**src/rtl/contactless_error_cfg.svh**
```systemverilog
// register offsets, field positions, reset values and state codes of the error flag block
// assumes inclusion by bare name from the package and the top module
`ifndef CONTACTLESS_ERROR_CFG_SVH
`define CONTACTLESS_ERROR_CFG_SVH
// register indices, byte address is four times the index
`define ERR_FLAGS_IDX 8'h0a
`define COLL_POS_IDX 8'h0d
`define ERR_CTRL_IDX 8'h10
// error flag bit positions
`define BIT_NVM 3'd7
`define BIT_FIFO_WR 3'd6
`define BIT_FIFO_OVL 3'd5
`define BIT_SHORT 3'd4
`define BIT_EMPTY_TX 3'd3
`define BIT_COLL 3'd2
`define BIT_PROT 3'd1
`define BIT_INTEG 3'd0
// control register fields
`define CTRL_MULTI 3'd0
`define CTRL_SUPPRESS 3'd1
`define CTRL_COLL_ERR 3'd3
`define CTRL_RESET 8'h00
`define FLAGS_RESET 8'h00
// collision position register: valid bit on top
`define COLL_VALID 3'd7
// transceiver state codes
`define ST_RX_WAIT 3'h5
`define ST_WAIT_DATA 3'h6
`define ST_RECEIVING 3'h7
// frame length limits
`define MIN_FRAME_BITS 16'h0004
`define MIN_SUPP_BYTES 16'h0003
// axi responses
`define RESP_OKAY 2'h0
`define RESP_DECERR 2'h3
`endif

```
**src/rtl/contactless_error_pkg.sv**
```systemverilog
// types shared by the error flag block and its bench
// assumes the cfg header is on the include path
package contactless_error_pkg;
    `include "contactless_error_cfg.svh"

    // receive decoder events, one-cycle pulses except the counts
    typedef struct packed {
        logic frameEnd;
        logic sofValid;
        logic [15:0] bitCount;
        logic byteReady;
        logic collision;
        logic collisionInEof;
        logic [6:0] collisionPos;
        logic stopBitError;
        logic sofEofError;
        logic byteCountError;
        logic parityError;
        logic crcError;
    } rx_event_s;

    // command unit events
    typedef struct packed {
        logic cmdStart;
        logic recvCmdStart;
        logic transceiveCmd;
        logic nvmCmdDone;
        logic nvmCmdFail;
        logic authActive;
        logic crcTxActive;
        logic txStart;
    } cmd_event_s;
endpackage

```
**src/rtl/contactless_error_flags.sv**
```systemverilog
// error flag logic of the contactless transceiver with an axi4-lite register slave
// assumes all event inputs synchronous to sys_clk and held stable under clkEn low
//
// Behaviour
// - nvm error flag follows the outcome of the last nvm command
// - fifo write during crc, receive states or authentication sets write violation
// - write violation flag clears when a new command starts
// - with multi-frame receive, write violation clears after flags appended to fifo
// - write into a full fifo sets the overflow flag
// - after overflow, fifo contents kept and every later write discarded
// - valid start of frame followed by under four bits sets short frame error
// - frames under four bits dropped, decoder stays on, no receive-done
// - with disturbance suppression, frames under three bytes get same treatment
// - receive start or transceive wait-for-data entry clears four receive error flags
// - transmission requested with empty fifo sets the empty transmit error
// - bit collision sets collision flag and records first collision position
// - collision inside the end-of-frame symbol does not set the collision flag
// - wrong stop bit, type-b frame delimiters or byte count set protocol error
// - protocol error stops data reception at once
// - on protocol error the last received byte is not stored
// - parity or crc mismatch sets integrity error, reception goes on
// - with collision-as-error set, a collision also sets integrity error
// - error interrupt flag raised when write violation, overflow, empty transmit, protocol or integrity flag becomes set
// - all eight flags in one register at index 0ah, hardware updated
`timescale 1ns/1ps
`include "contactless_error_cfg.svh"
module contactless_error_flags (
    input wire logic sys_clk,
    input wire logic rst_n,
    input wire logic clkEn,
    // axi4-lite slave
    input wire logic [7:0] s_axi_awaddr,
    input wire logic s_axi_awvalid,
    output logic s_axi_awready,
    input wire logic [31:0] s_axi_wdata,
    input wire logic [3:0] s_axi_wstrb,
    input wire logic s_axi_wvalid,
    output logic s_axi_wready,
    output logic [1:0] s_axi_bresp,
    output logic s_axi_bvalid,
    input wire logic s_axi_bready,
    input wire logic [7:0] s_axi_araddr,
    input wire logic s_axi_arvalid,
    output logic s_axi_arready,
    output logic [31:0] s_axi_rdata,
    output logic [1:0] s_axi_rresp,
    output logic s_axi_rvalid,
    input wire logic s_axi_rready,
    // transceiver side
    input wire logic [2:0] comState,
    input wire contactless_error_pkg::cmd_event_s cmdEvent,
    input wire contactless_error_pkg::rx_event_s rxEvent,
    input wire logic fifoWrite,
    input wire logic fifoFull,
    input wire logic fifoEmpty,
    input wire logic fifoFlush,
    input wire logic flagsAppended,
    output logic [7:0] errorFlags,
    output logic fifoWriteBlock,
    output logic fifoStore,
    output logic receiveDecoderEnable,
    output logic receiveStop,
    output logic receiveDoneInterrupt,
    output logic frameDiscard,
    output logic errorInterruptFlag
);

    // ------------------------------------------------------------
    // registers and event decode
    // ------------------------------------------------------------
    logic [7:0] flags_reg;
    logic [7:0] flags_next;
    logic [7:0] ctrl_reg;
    logic [7:0] collPos_reg;
    logic [2:0] prevState_reg;
    logic decoderOn_reg;
    logic awHeld_reg;
    logic wHeld_reg;
    logic [7:0] awAddr_reg;
    logic [31:0] wData_reg;
    logic [3:0] wStrb_reg;
    logic [7:0] setMask;
    logic [7:0] clrMask;
    logic inRxState;
    logic rxPhaseStart;
    logic shortBits;
    logic shortSuppressed;
    logic discard;
    logic protEvent;
    logic collCounted;
    logic wrDo;
    logic [7:0] wrIdx;
    logic [7:0] rdIdx;

    // receive states in which the fifo belongs to the receiver
    assign inRxState = (comState == `ST_RX_WAIT) || (comState == `ST_WAIT_DATA)
        || (comState == `ST_RECEIVING);
    // receive phase start: receive command, or transceive entering wait-for-data
    assign rxPhaseStart = cmdEvent.recvCmdStart || (cmdEvent.transceiveCmd
        && (comState == `ST_WAIT_DATA) && (prevState_reg != `ST_WAIT_DATA));
    assign shortBits = rxEvent.frameEnd && rxEvent.sofValid
        && (rxEvent.bitCount < `MIN_FRAME_BITS);
    // byte count is bits over eight; truncation here is on purpose
    assign shortSuppressed = rxEvent.frameEnd && ctrl_reg[`CTRL_SUPPRESS]
        && ({3'h0, rxEvent.bitCount[15:3]} < `MIN_SUPP_BYTES);
    assign discard = shortBits || shortSuppressed;
    assign protEvent = rxEvent.stopBitError || rxEvent.sofEofError
        || rxEvent.byteCountError;
    // a collision inside the end-of-frame symbol is not counted at all
    assign collCounted = rxEvent.collision && !rxEvent.collisionInEof;

    // ------------------------------------------------------------
    // flag set and clear masks
    // ------------------------------------------------------------
    // set terms of each flag; nvm flag is handled as a follow-the-result bit
    always_comb begin
        setMask = 8'h00;
        setMask[`BIT_FIFO_WR] = fifoWrite && (cmdEvent.crcTxActive || inRxState
            || cmdEvent.authActive);
        setMask[`BIT_FIFO_OVL] = fifoWrite && fifoFull;
        setMask[`BIT_SHORT] = shortBits;
        setMask[`BIT_EMPTY_TX] = cmdEvent.txStart && fifoEmpty;
        setMask[`BIT_COLL] = collCounted;
        setMask[`BIT_PROT] = protEvent;
        setMask[`BIT_INTEG] = rxEvent.parityError || rxEvent.crcError
            || (collCounted && ctrl_reg[`CTRL_COLL_ERR]);
    end

    // clear terms; with multi-frame receive the write flag waits for the append
    always_comb begin
        clrMask = 8'h00;
        if (ctrl_reg[`CTRL_MULTI]) begin
            clrMask[`BIT_FIFO_WR] = flagsAppended;
        end else begin
            clrMask[`BIT_FIFO_WR] = cmdEvent.cmdStart;
        end
        clrMask[`BIT_FIFO_OVL] = fifoFlush;
        clrMask[`BIT_EMPTY_TX] = cmdEvent.cmdStart;
        clrMask[`BIT_SHORT] = rxPhaseStart;
        clrMask[`BIT_COLL] = rxPhaseStart;
        clrMask[`BIT_PROT] = rxPhaseStart;
        clrMask[`BIT_INTEG] = rxPhaseStart;
    end

    // set wins over clear so an event in the clearing cycle is kept
    always_comb begin
        flags_next = (flags_reg & ~clrMask) | setMask;
        if (cmdEvent.nvmCmdDone) begin
            flags_next[`BIT_NVM] = cmdEvent.nvmCmdFail;
        end
    end

    // ------------------------------------------------------------
    // flag and receive control state
    // ------------------------------------------------------------
    // flags change only through hardware events, never by bus writes
    always_ff @(posedge sys_clk) begin
        if (!rst_n) begin
            flags_reg <= `FLAGS_RESET;
        end else if (clkEn) begin
            flags_reg <= flags_next;
        end
    end

    // first collision position kept until the receive phase restarts;
    // a collision in the restart cycle is the first one of the new phase,
    // so the recorded position never disagrees with the surviving flag
    always_ff @(posedge sys_clk) begin
        if (!rst_n) begin
            collPos_reg <= 8'h00;
        end else if (clkEn) begin
            if (collCounted && (!flags_reg[`BIT_COLL] || rxPhaseStart)) begin
                collPos_reg <= {1'b1, rxEvent.collisionPos};
            end else if (rxPhaseStart) begin
                collPos_reg <= 8'h00;
            end
        end
    end

    always_ff @(posedge sys_clk) begin
        if (!rst_n) begin
            prevState_reg <= 3'h0;
        end else if (clkEn) begin
            prevState_reg <= comState;
        end
    end

    // decoder stays on across discarded frames, stops on protocol error
    always_ff @(posedge sys_clk) begin
        if (!rst_n) begin
            decoderOn_reg <= 1'b0;
        end else if (clkEn) begin
            if (protEvent) begin
                decoderOn_reg <= 1'b0;
            end else if (rxPhaseStart) begin
                decoderOn_reg <= 1'b1;
            end else if (rxEvent.frameEnd && !discard) begin
                decoderOn_reg <= 1'b0;
            end
        end
    end

    // registered strobes towards the datapath, one cycle behind the event
    always_ff @(posedge sys_clk) begin
        if (!rst_n) begin
            fifoStore <= 1'b0;
            receiveStop <= 1'b0;
            receiveDoneInterrupt <= 1'b0;
            frameDiscard <= 1'b0;
            errorInterruptFlag <= 1'b0;
        end else if (clkEn) begin
            fifoStore <= rxEvent.byteReady && decoderOn_reg && !protEvent;
            receiveStop <= protEvent;
            receiveDoneInterrupt <= rxEvent.frameEnd && decoderOn_reg && !discard;
            frameDiscard <= rxEvent.frameEnd && discard;
            errorInterruptFlag <= |(setMask & ~flags_reg & 8'h6b);
        end
    end

    // fifo side copies of flags; the block is the overflow flag itself
    always_ff @(posedge sys_clk) begin
        if (!rst_n) begin
            errorFlags <= `FLAGS_RESET;
            fifoWriteBlock <= 1'b0;
            receiveDecoderEnable <= 1'b0;
        end else if (clkEn) begin
            errorFlags <= flags_next;
            fifoWriteBlock <= flags_next[`BIT_FIFO_OVL];
            receiveDecoderEnable <= decoderOn_reg;
        end
    end

    // ------------------------------------------------------------
    // axi4-lite write path
    // ------------------------------------------------------------
    // address and data are taken in either order and held until both are in
    assign wrDo = awHeld_reg && wHeld_reg && !s_axi_bvalid;
    assign wrIdx = {2'h0, awAddr_reg[7:2]};

    always_ff @(posedge sys_clk) begin
        if (!rst_n) begin
            awHeld_reg <= 1'b0;
            awAddr_reg <= 8'h00;
            s_axi_awready <= 1'b0;
        end else if (clkEn) begin
            if (s_axi_awvalid && s_axi_awready) begin
                awHeld_reg <= 1'b1;
                awAddr_reg <= s_axi_awaddr;
                s_axi_awready <= 1'b0;
            end else if (wrDo) begin
                awHeld_reg <= 1'b0;
            end else if (!awHeld_reg) begin
                s_axi_awready <= 1'b1;
            end
        end
    end

    always_ff @(posedge sys_clk) begin
        if (!rst_n) begin
            wHeld_reg <= 1'b0;
            wData_reg <= 32'h00000000;
            wStrb_reg <= 4'h0;
            s_axi_wready <= 1'b0;
        end else if (clkEn) begin
            if (s_axi_wvalid && s_axi_wready) begin
                wHeld_reg <= 1'b1;
                wData_reg <= s_axi_wdata;
                wStrb_reg <= s_axi_wstrb;
                s_axi_wready <= 1'b0;
            end else if (wrDo) begin
                wHeld_reg <= 1'b0;
            end else if (!wHeld_reg) begin
                s_axi_wready <= 1'b1;
            end
        end
    end

    // only the control register is writable; flag and position writes are dropped
    always_ff @(posedge sys_clk) begin
        if (!rst_n) begin
            ctrl_reg <= `CTRL_RESET;
        end else if (clkEn) begin
            if (wrDo && (wrIdx == `ERR_CTRL_IDX) && wStrb_reg[0]) begin
                ctrl_reg <= wData_reg[7:0] & 8'h0b;
            end
        end
    end

    always_ff @(posedge sys_clk) begin
        if (!rst_n) begin
            s_axi_bvalid <= 1'b0;
            s_axi_bresp <= `RESP_OKAY;
        end else if (clkEn) begin
            if (wrDo) begin
                s_axi_bvalid <= 1'b1;
                if ((wrIdx == `ERR_CTRL_IDX) || (wrIdx == `ERR_FLAGS_IDX)
                    || (wrIdx == `COLL_POS_IDX)) begin
                    s_axi_bresp <= `RESP_OKAY;
                end else begin
                    s_axi_bresp <= `RESP_DECERR;
                end
            end else if (s_axi_bready) begin
                s_axi_bvalid <= 1'b0;
            end
        end
    end

    // ------------------------------------------------------------
    // axi4-lite read path
    // ------------------------------------------------------------
    // one read at a time; arready drops while the answer waits
    assign rdIdx = {2'h0, s_axi_araddr[7:2]};

    always_ff @(posedge sys_clk) begin
        if (!rst_n) begin
            s_axi_arready <= 1'b0;
            s_axi_rvalid <= 1'b0;
            s_axi_rdata <= 32'h00000000;
            s_axi_rresp <= `RESP_OKAY;
        end else if (clkEn) begin
            if (s_axi_arvalid && s_axi_arready) begin
                s_axi_arready <= 1'b0;
                s_axi_rvalid <= 1'b1;
                s_axi_rresp <= `RESP_OKAY;
                if (rdIdx == `ERR_FLAGS_IDX) begin
                    s_axi_rdata <= {24'h000000, flags_reg};
                end else if (rdIdx == `COLL_POS_IDX) begin
                    s_axi_rdata <= {24'h000000, collPos_reg};
                end else if (rdIdx == `ERR_CTRL_IDX) begin
                    s_axi_rdata <= {24'h000000, ctrl_reg};
                end else begin
                    s_axi_rdata <= 32'h00000000;
                    s_axi_rresp <= `RESP_DECERR;
                end
            end else if (s_axi_rvalid && s_axi_rready) begin
                s_axi_rvalid <= 1'b0;
            end else if (!s_axi_rvalid) begin
                s_axi_arready <= 1'b1;
            end
        end
    end

endmodule

```
**config.mk**
```make
export PLATFORM = sky130hd
export DESIGN_NAME = contactless_error_flags
export DESIGN_NICKNAME = d
export VERILOG_FILES = /design/src/rtl/contactless_error_pkg.sv /design/src/rtl/contactless_error_flags.sv
export VERILOG_INCLUDE_DIRS = /design/src /design/src/rtl
export SDC_FILE = /design/constraint.sdc
export NUM_CORES = 1
export LEC_CHECK = 0
export BUFFER_PORTS_ARGS = -buffer_cell sky130_fd_sc_hd__buf_4
export CAP_MARGIN = 15
export CORE_ASPECT_RATIO = 0.8
export CORE_MARGIN = 2
export CORE_UTILIZATION = 35
export DETAILED_ROUTE_END_ITERATION = 8
export GPL_TIMING_DRIVEN = 0
export PLACE_DENSITY = 0.69
export SLEW_MARGIN = 20
export SYNTH_ARGS = -nofsm -noshare
export SYNTH_HDL_FRONTEND = slang
export SYNTH_SLANG_ARGS = --single-unit
```
**constraint.sdc**
```tcl
create_clock -name sys_clk -period 1.6 [get_ports sys_clk]
set_input_delay 0.08 -clock sys_clk [delete_from_list [all_inputs] [get_ports sys_clk]]
set_output_delay 0.08 -clock sys_clk [all_outputs]
set_load 0.02 [all_outputs]
```
---- After elaboration in Yosys (flattened, before gate mapping) ----
Cells that the tools add are included.
storage, ports and cells
  flip-flop bits (word level) ............. 86
  input bits .............................. 109
operators by class
  order comparisons ....................... 2
  eq/ne operators ......................... 16
  multiplexer cells ....................... 30
  bitwise logic cells ..................... 5
  reductions and logical operators ........ 65
operators by type and width
  operator                                                               number
  8-bit 2-to-1 mux                                                       4
  1-bit logical AND                                                      26
  6-bit by 4-bit equality test with 1-bit output, second input constant  4
  2-bit AND reduction                                                    11
  1-bit 2-to-1 mux                                                       21
  16-bit by 3-bit < comparator with 1-bit output, second input constant  1
  1-bit logical OR                                                       13
  13-bit by 2-bit < comparator with 1-bit output, second input constant  1
  6-bit by 5-bit equality test with 1-bit output, second input constant  2
  2-bit by 1-bit != test with 1-bit output, second input constant        5
  2-bit nonzero test                                                     5
  3-bit equality test, second input constant                             3
  3-bit AND reduction                                                    3
  8-bit bitwise AND                                                      1
  2-bit 2-to-1 mux                                                       4
  7-bit NOT with 8-bit output                                            1
  8-bit by 7-bit OR with 8-bit output                                    1
  7-bit bitwise AND                                                      1
  7-bit NOT                                                              1
  1-bit logical NOT                                                      5
  5-bit OR reduction                                                     1
  4-bit 2-to-1 mux                                                       1
  3-bit != test, second input constant                                   1
  3-bit nonzero test                                                     1
  2-bit != test, second input constant                                   1

---- Depth between registers and ports, before layout ----
  depth after elaboration ................. 8
  depth in mapped cells ................... 6

---- Worst setup path before layout ----
OpenSTA, ideal clock, no wires.
  path type ............................... register to register
  from .................................... register errorFlags[2] (netlist name)
  to ...................................... register collPos_reg[0]
  data arrival time ....................... 1.220 ns
  path slack .............................. 0.263 ns
  cell stages (with the launch flop) ...... 4
  path buffers ............................ 0
  path through ............................ dfxtp_1 -> inv_1 -> o311a_2 -> a22o_1
RTL lines
  what                  line                            RTL
  to (signal assigned)  contactless_error_flags.sv:173  collPos_reg <= {1'b1, rxEvent.collisionPos};
  to (decl)             contactless_error_flags.sv:74   logic [7:0] collPos_reg;

---- Worst setup path in the final report ----
  from .................................... register awAddr_reg[4]
  to ...................................... register ctrl_reg[0]
between the ends
  word-level cells in the longest chain between the ends .. 4
ends and longest elaborated chain
  what                                                      line                            RTL
  from (decl)                                               contactless_error_flags.sv:79   logic [7:0] awAddr_reg;
  from (signal assigned)                                    contactless_error_flags.sv:248  awAddr_reg <= s_axi_awaddr;
  6-bit by 5-bit equality test with 1-bit output (no line)  n/a
  1-bit logical AND (2 in a row)                            contactless_error_flags.sv:283  if (wrDo && (wrIdx == `ERR_CTRL_IDX) && wStrb_reg[0]) begin
  2-bit AND reduction (no line)                             n/a
  to (signal assigned)                                      contactless_error_flags.sv:281  ctrl_reg <= `CTRL_RESET;
  to (signal assigned)                                      contactless_error_flags.sv:284  ctrl_reg <= wData_reg[7:0] & 8'h0b;
  to (decl)                                                 contactless_error_flags.sv:73   logic [7:0] ctrl_reg;
Every way passes these cells.
A chain may end at the register's enable or synchronous reset.

==> results.yml <==
power:
  p_int_mw: 2.202
  leakagePower_nw: 1.836
  power_density_nw_per_um2: 783.0
  p_clk_share_pct: 31.7
  netSwitchingFraction_pct: 26.37
  switching_power_mw: 0.7889
  p_comb_share_pct: 18.6
  power.total_mw: 2.991
  pwr-share-seq_pct: 49.7
  ir_drop_mv: 0.3998
detailed_routing:
  routed_wl_um: 7436
  drtIter0Drc: 134
  first_pass_iters: 5
  ant_nets: 0
  vias: 2542
  avgViaCountPerCell: 4.778
  avgRoutedWirePerCell_um: 13.98
  drcViolationCount: 0
sta:
  hold_slack_ps: 11.25
  fin_crit_ps: 1405
  clock_skew_ps: 8.679
  fmax_mhz: 711.8
  tightest_slew_ps: 617.4
  period_share_pct: 87.80
  grt_setup_unrepaired: "false"
  relSlewSlack_pct: 58.52
  setup_viol: 0
  hold_viol_final: 0
  slew_violations: 0
  fin_tns_setup_ps: 0
finish:
  drive_above_1_share_pct: 34.89
  area_growth_pct: 43.47
  utilization_pct: 51.68
  final_common_cell: "buf_4"
  nets: 535
  layout_common_cells: "buf_4 (128), dfxtp_1 (56), nor2b_1 (31), conb_1 (24), nand2_1 (22)"
  antenna_cells: 0
synthesis:
  synth_warnings: 0
  synth.top_cell.area_share_pct: 42.11
  synth_seq_cells: 56
  synthCells: 288
  ys.flop_type: "dfxtp_1"
  yosysTopAreaCell: "dfxtp_1"
  yosysUniqueCellTypes: 52
  synth_edf_count: 0
  syn_area_um2: 2663
  synthTopCellsByArea: "dfxtp_1 (42%), buf_4 (7.6%), nor2b_1 (7.3%)"
  async_reset_ff_share_pct: 0
  synth_area_per_cell_um2: 9.245
  yosysSeqAreaShare_pct: 42.11
floorplan:
  core-area_um2: 7392
  die_area_um2: 8325
  initial_core_util_pct: 36.02
  die_y_um: 82.01
  num_rows: 28
  boundaryPins: 165
  fp.dieW_um: 101.5
placement:
  dp_hpwl_um: 5666
  port_buffers: 101
  gp_congestion: 0.7957
global_route:
  grt_overflow: 0
  grt_pass1_vias: 2305
  grt_pass1_wl_um: 11420
  grt_max_degree: 18
  track_usage_pct: 17.94
  antenna_found_initial: 0
worst_setup_path:
  reg2reg_from: "awAddr_reg[4]"
  worstPathRequired_ps: 1820
  cp_data_arrival_time_ps: 1630
  startpoint_type: "register"
  crit_fanout: 4
  critPathCaptureType: "register"
  crit_path_start: "awAddr_reg[4]"
  critPathKind: "register to register"
clock_network:
  postCtsSetupRepairBufs: 0
  cts_tree: "built"
  cts_resized: 0
  clk_pin_slew_ps: 100
  clockBufferDepth: 2
  clock_latency_ps: 320
  cts_buffers: 5
  cts.sink_count: 56
  h-tree-depth: 2
  root_buffer: "clkbuf_8"
min_path:
  hp-class: "primary input to register"
  hp-start: "s_axi_awaddr[3]"
status:
  status: "completed"
run:
  maxCapViolations: 0
-- synth_stat cells (2+ instances only) --
library cell,n
a31oi_1,2
dfxtp_1,56
nand3_1,6
a22o_1,7
nand4_1,3
inv_1,5
a21boi_0,7
and3_1,5
buf_4,27
nor2b_1,31
nor3_1,2
a2bb2oi_1,3
nor4_1,2
nand2b_1,2
buf_2,6
a221oi_1,5
o21ai_0,13
nand4b_1,2
a211oi_1,3
a21oi_1,6
a22oi_1,6
nand2_1,22
clkbuf_1,6
nor2_1,15
nor4b_1,3
mux2i_1,17
-- final cells by class --
class                           count  area [µm²]
Multi-Input combinational cell    210        1340
Fill cell                         695        3572
Clock buffer                        5       68.82
Buffer                             40       269.0
Sequential cell                    56        1121
Timing Repair Buffer              108       828.3
Inverter                            5       18.77
Clock inverter                      3       42.54
Tap cell                          105       131.4
-- final timing paths --
path,end,slack (ps),cells past startpoint
worst min-delay path,awAddr_reg[3],10,3
worst max-delay path,ctrl_reg[0],200,4
worst max register to register,ctrl_reg[0],200,4
worst min register to register,s_axi_rdata[1],470,2
-- cell families (layout without fill, tap and decap cells) --
family,Yosys count,count (layout),synth area share (%)
compound gates,68,68,19.46
buf+inv,45,161,10.81
flops,56,56,42.11
mux,18,18,6.814
other cells,1,24,0.1408
simple gates,100,100,20.68
-- routing by layer --
layer	GRT usage [%]	up-vias	share of wire, %
li1	-	1257	-
met1	25.03	1168	46
met2	26.97	101	44
met3	4.766	16	7.9
met4	5.676	0	1.8
met5	0	-	0
-- worst max-delay path, stage by stage, from the launching register on --
cell and delay [ps]:
dfxtp_1 350, nor4b_1 400, nand4_1 280, mux2i_1 220, nor2b_1 60
-- through the flow --
step / cell area [µm²] / std cells / setup slack, ps
6_report: 3820 / 532 / 195.2
5_1_grt: 3820 / 532 / 66.15
4_1_cts: 3820 / 532 / 192.3
3_5_place_dp: 3638 / 517 / 123.8
3_3_place_gp: 3638 / 517 / 160.8
2_1_floorplan: 2749 / 311 / 263.2
-- power groups by stage --
stage	Sequential, mW	Combinational (mW)	Clock, mW
floorplan	1.55	0.265	0
global placement	1.52	0.534	0
detailed placement	1.52	0.542	0
CTS	1.49	0.556	0.952
global route	1.50	0.605	1.01
finish	1.49	0.557	0.948
-- timing repair --
action	CTS	global route
endpoints found under the setup margin	0	0
hold endpoints to repair	7	0
hold buffers	7	0
(Power assumes the default switching activity.)
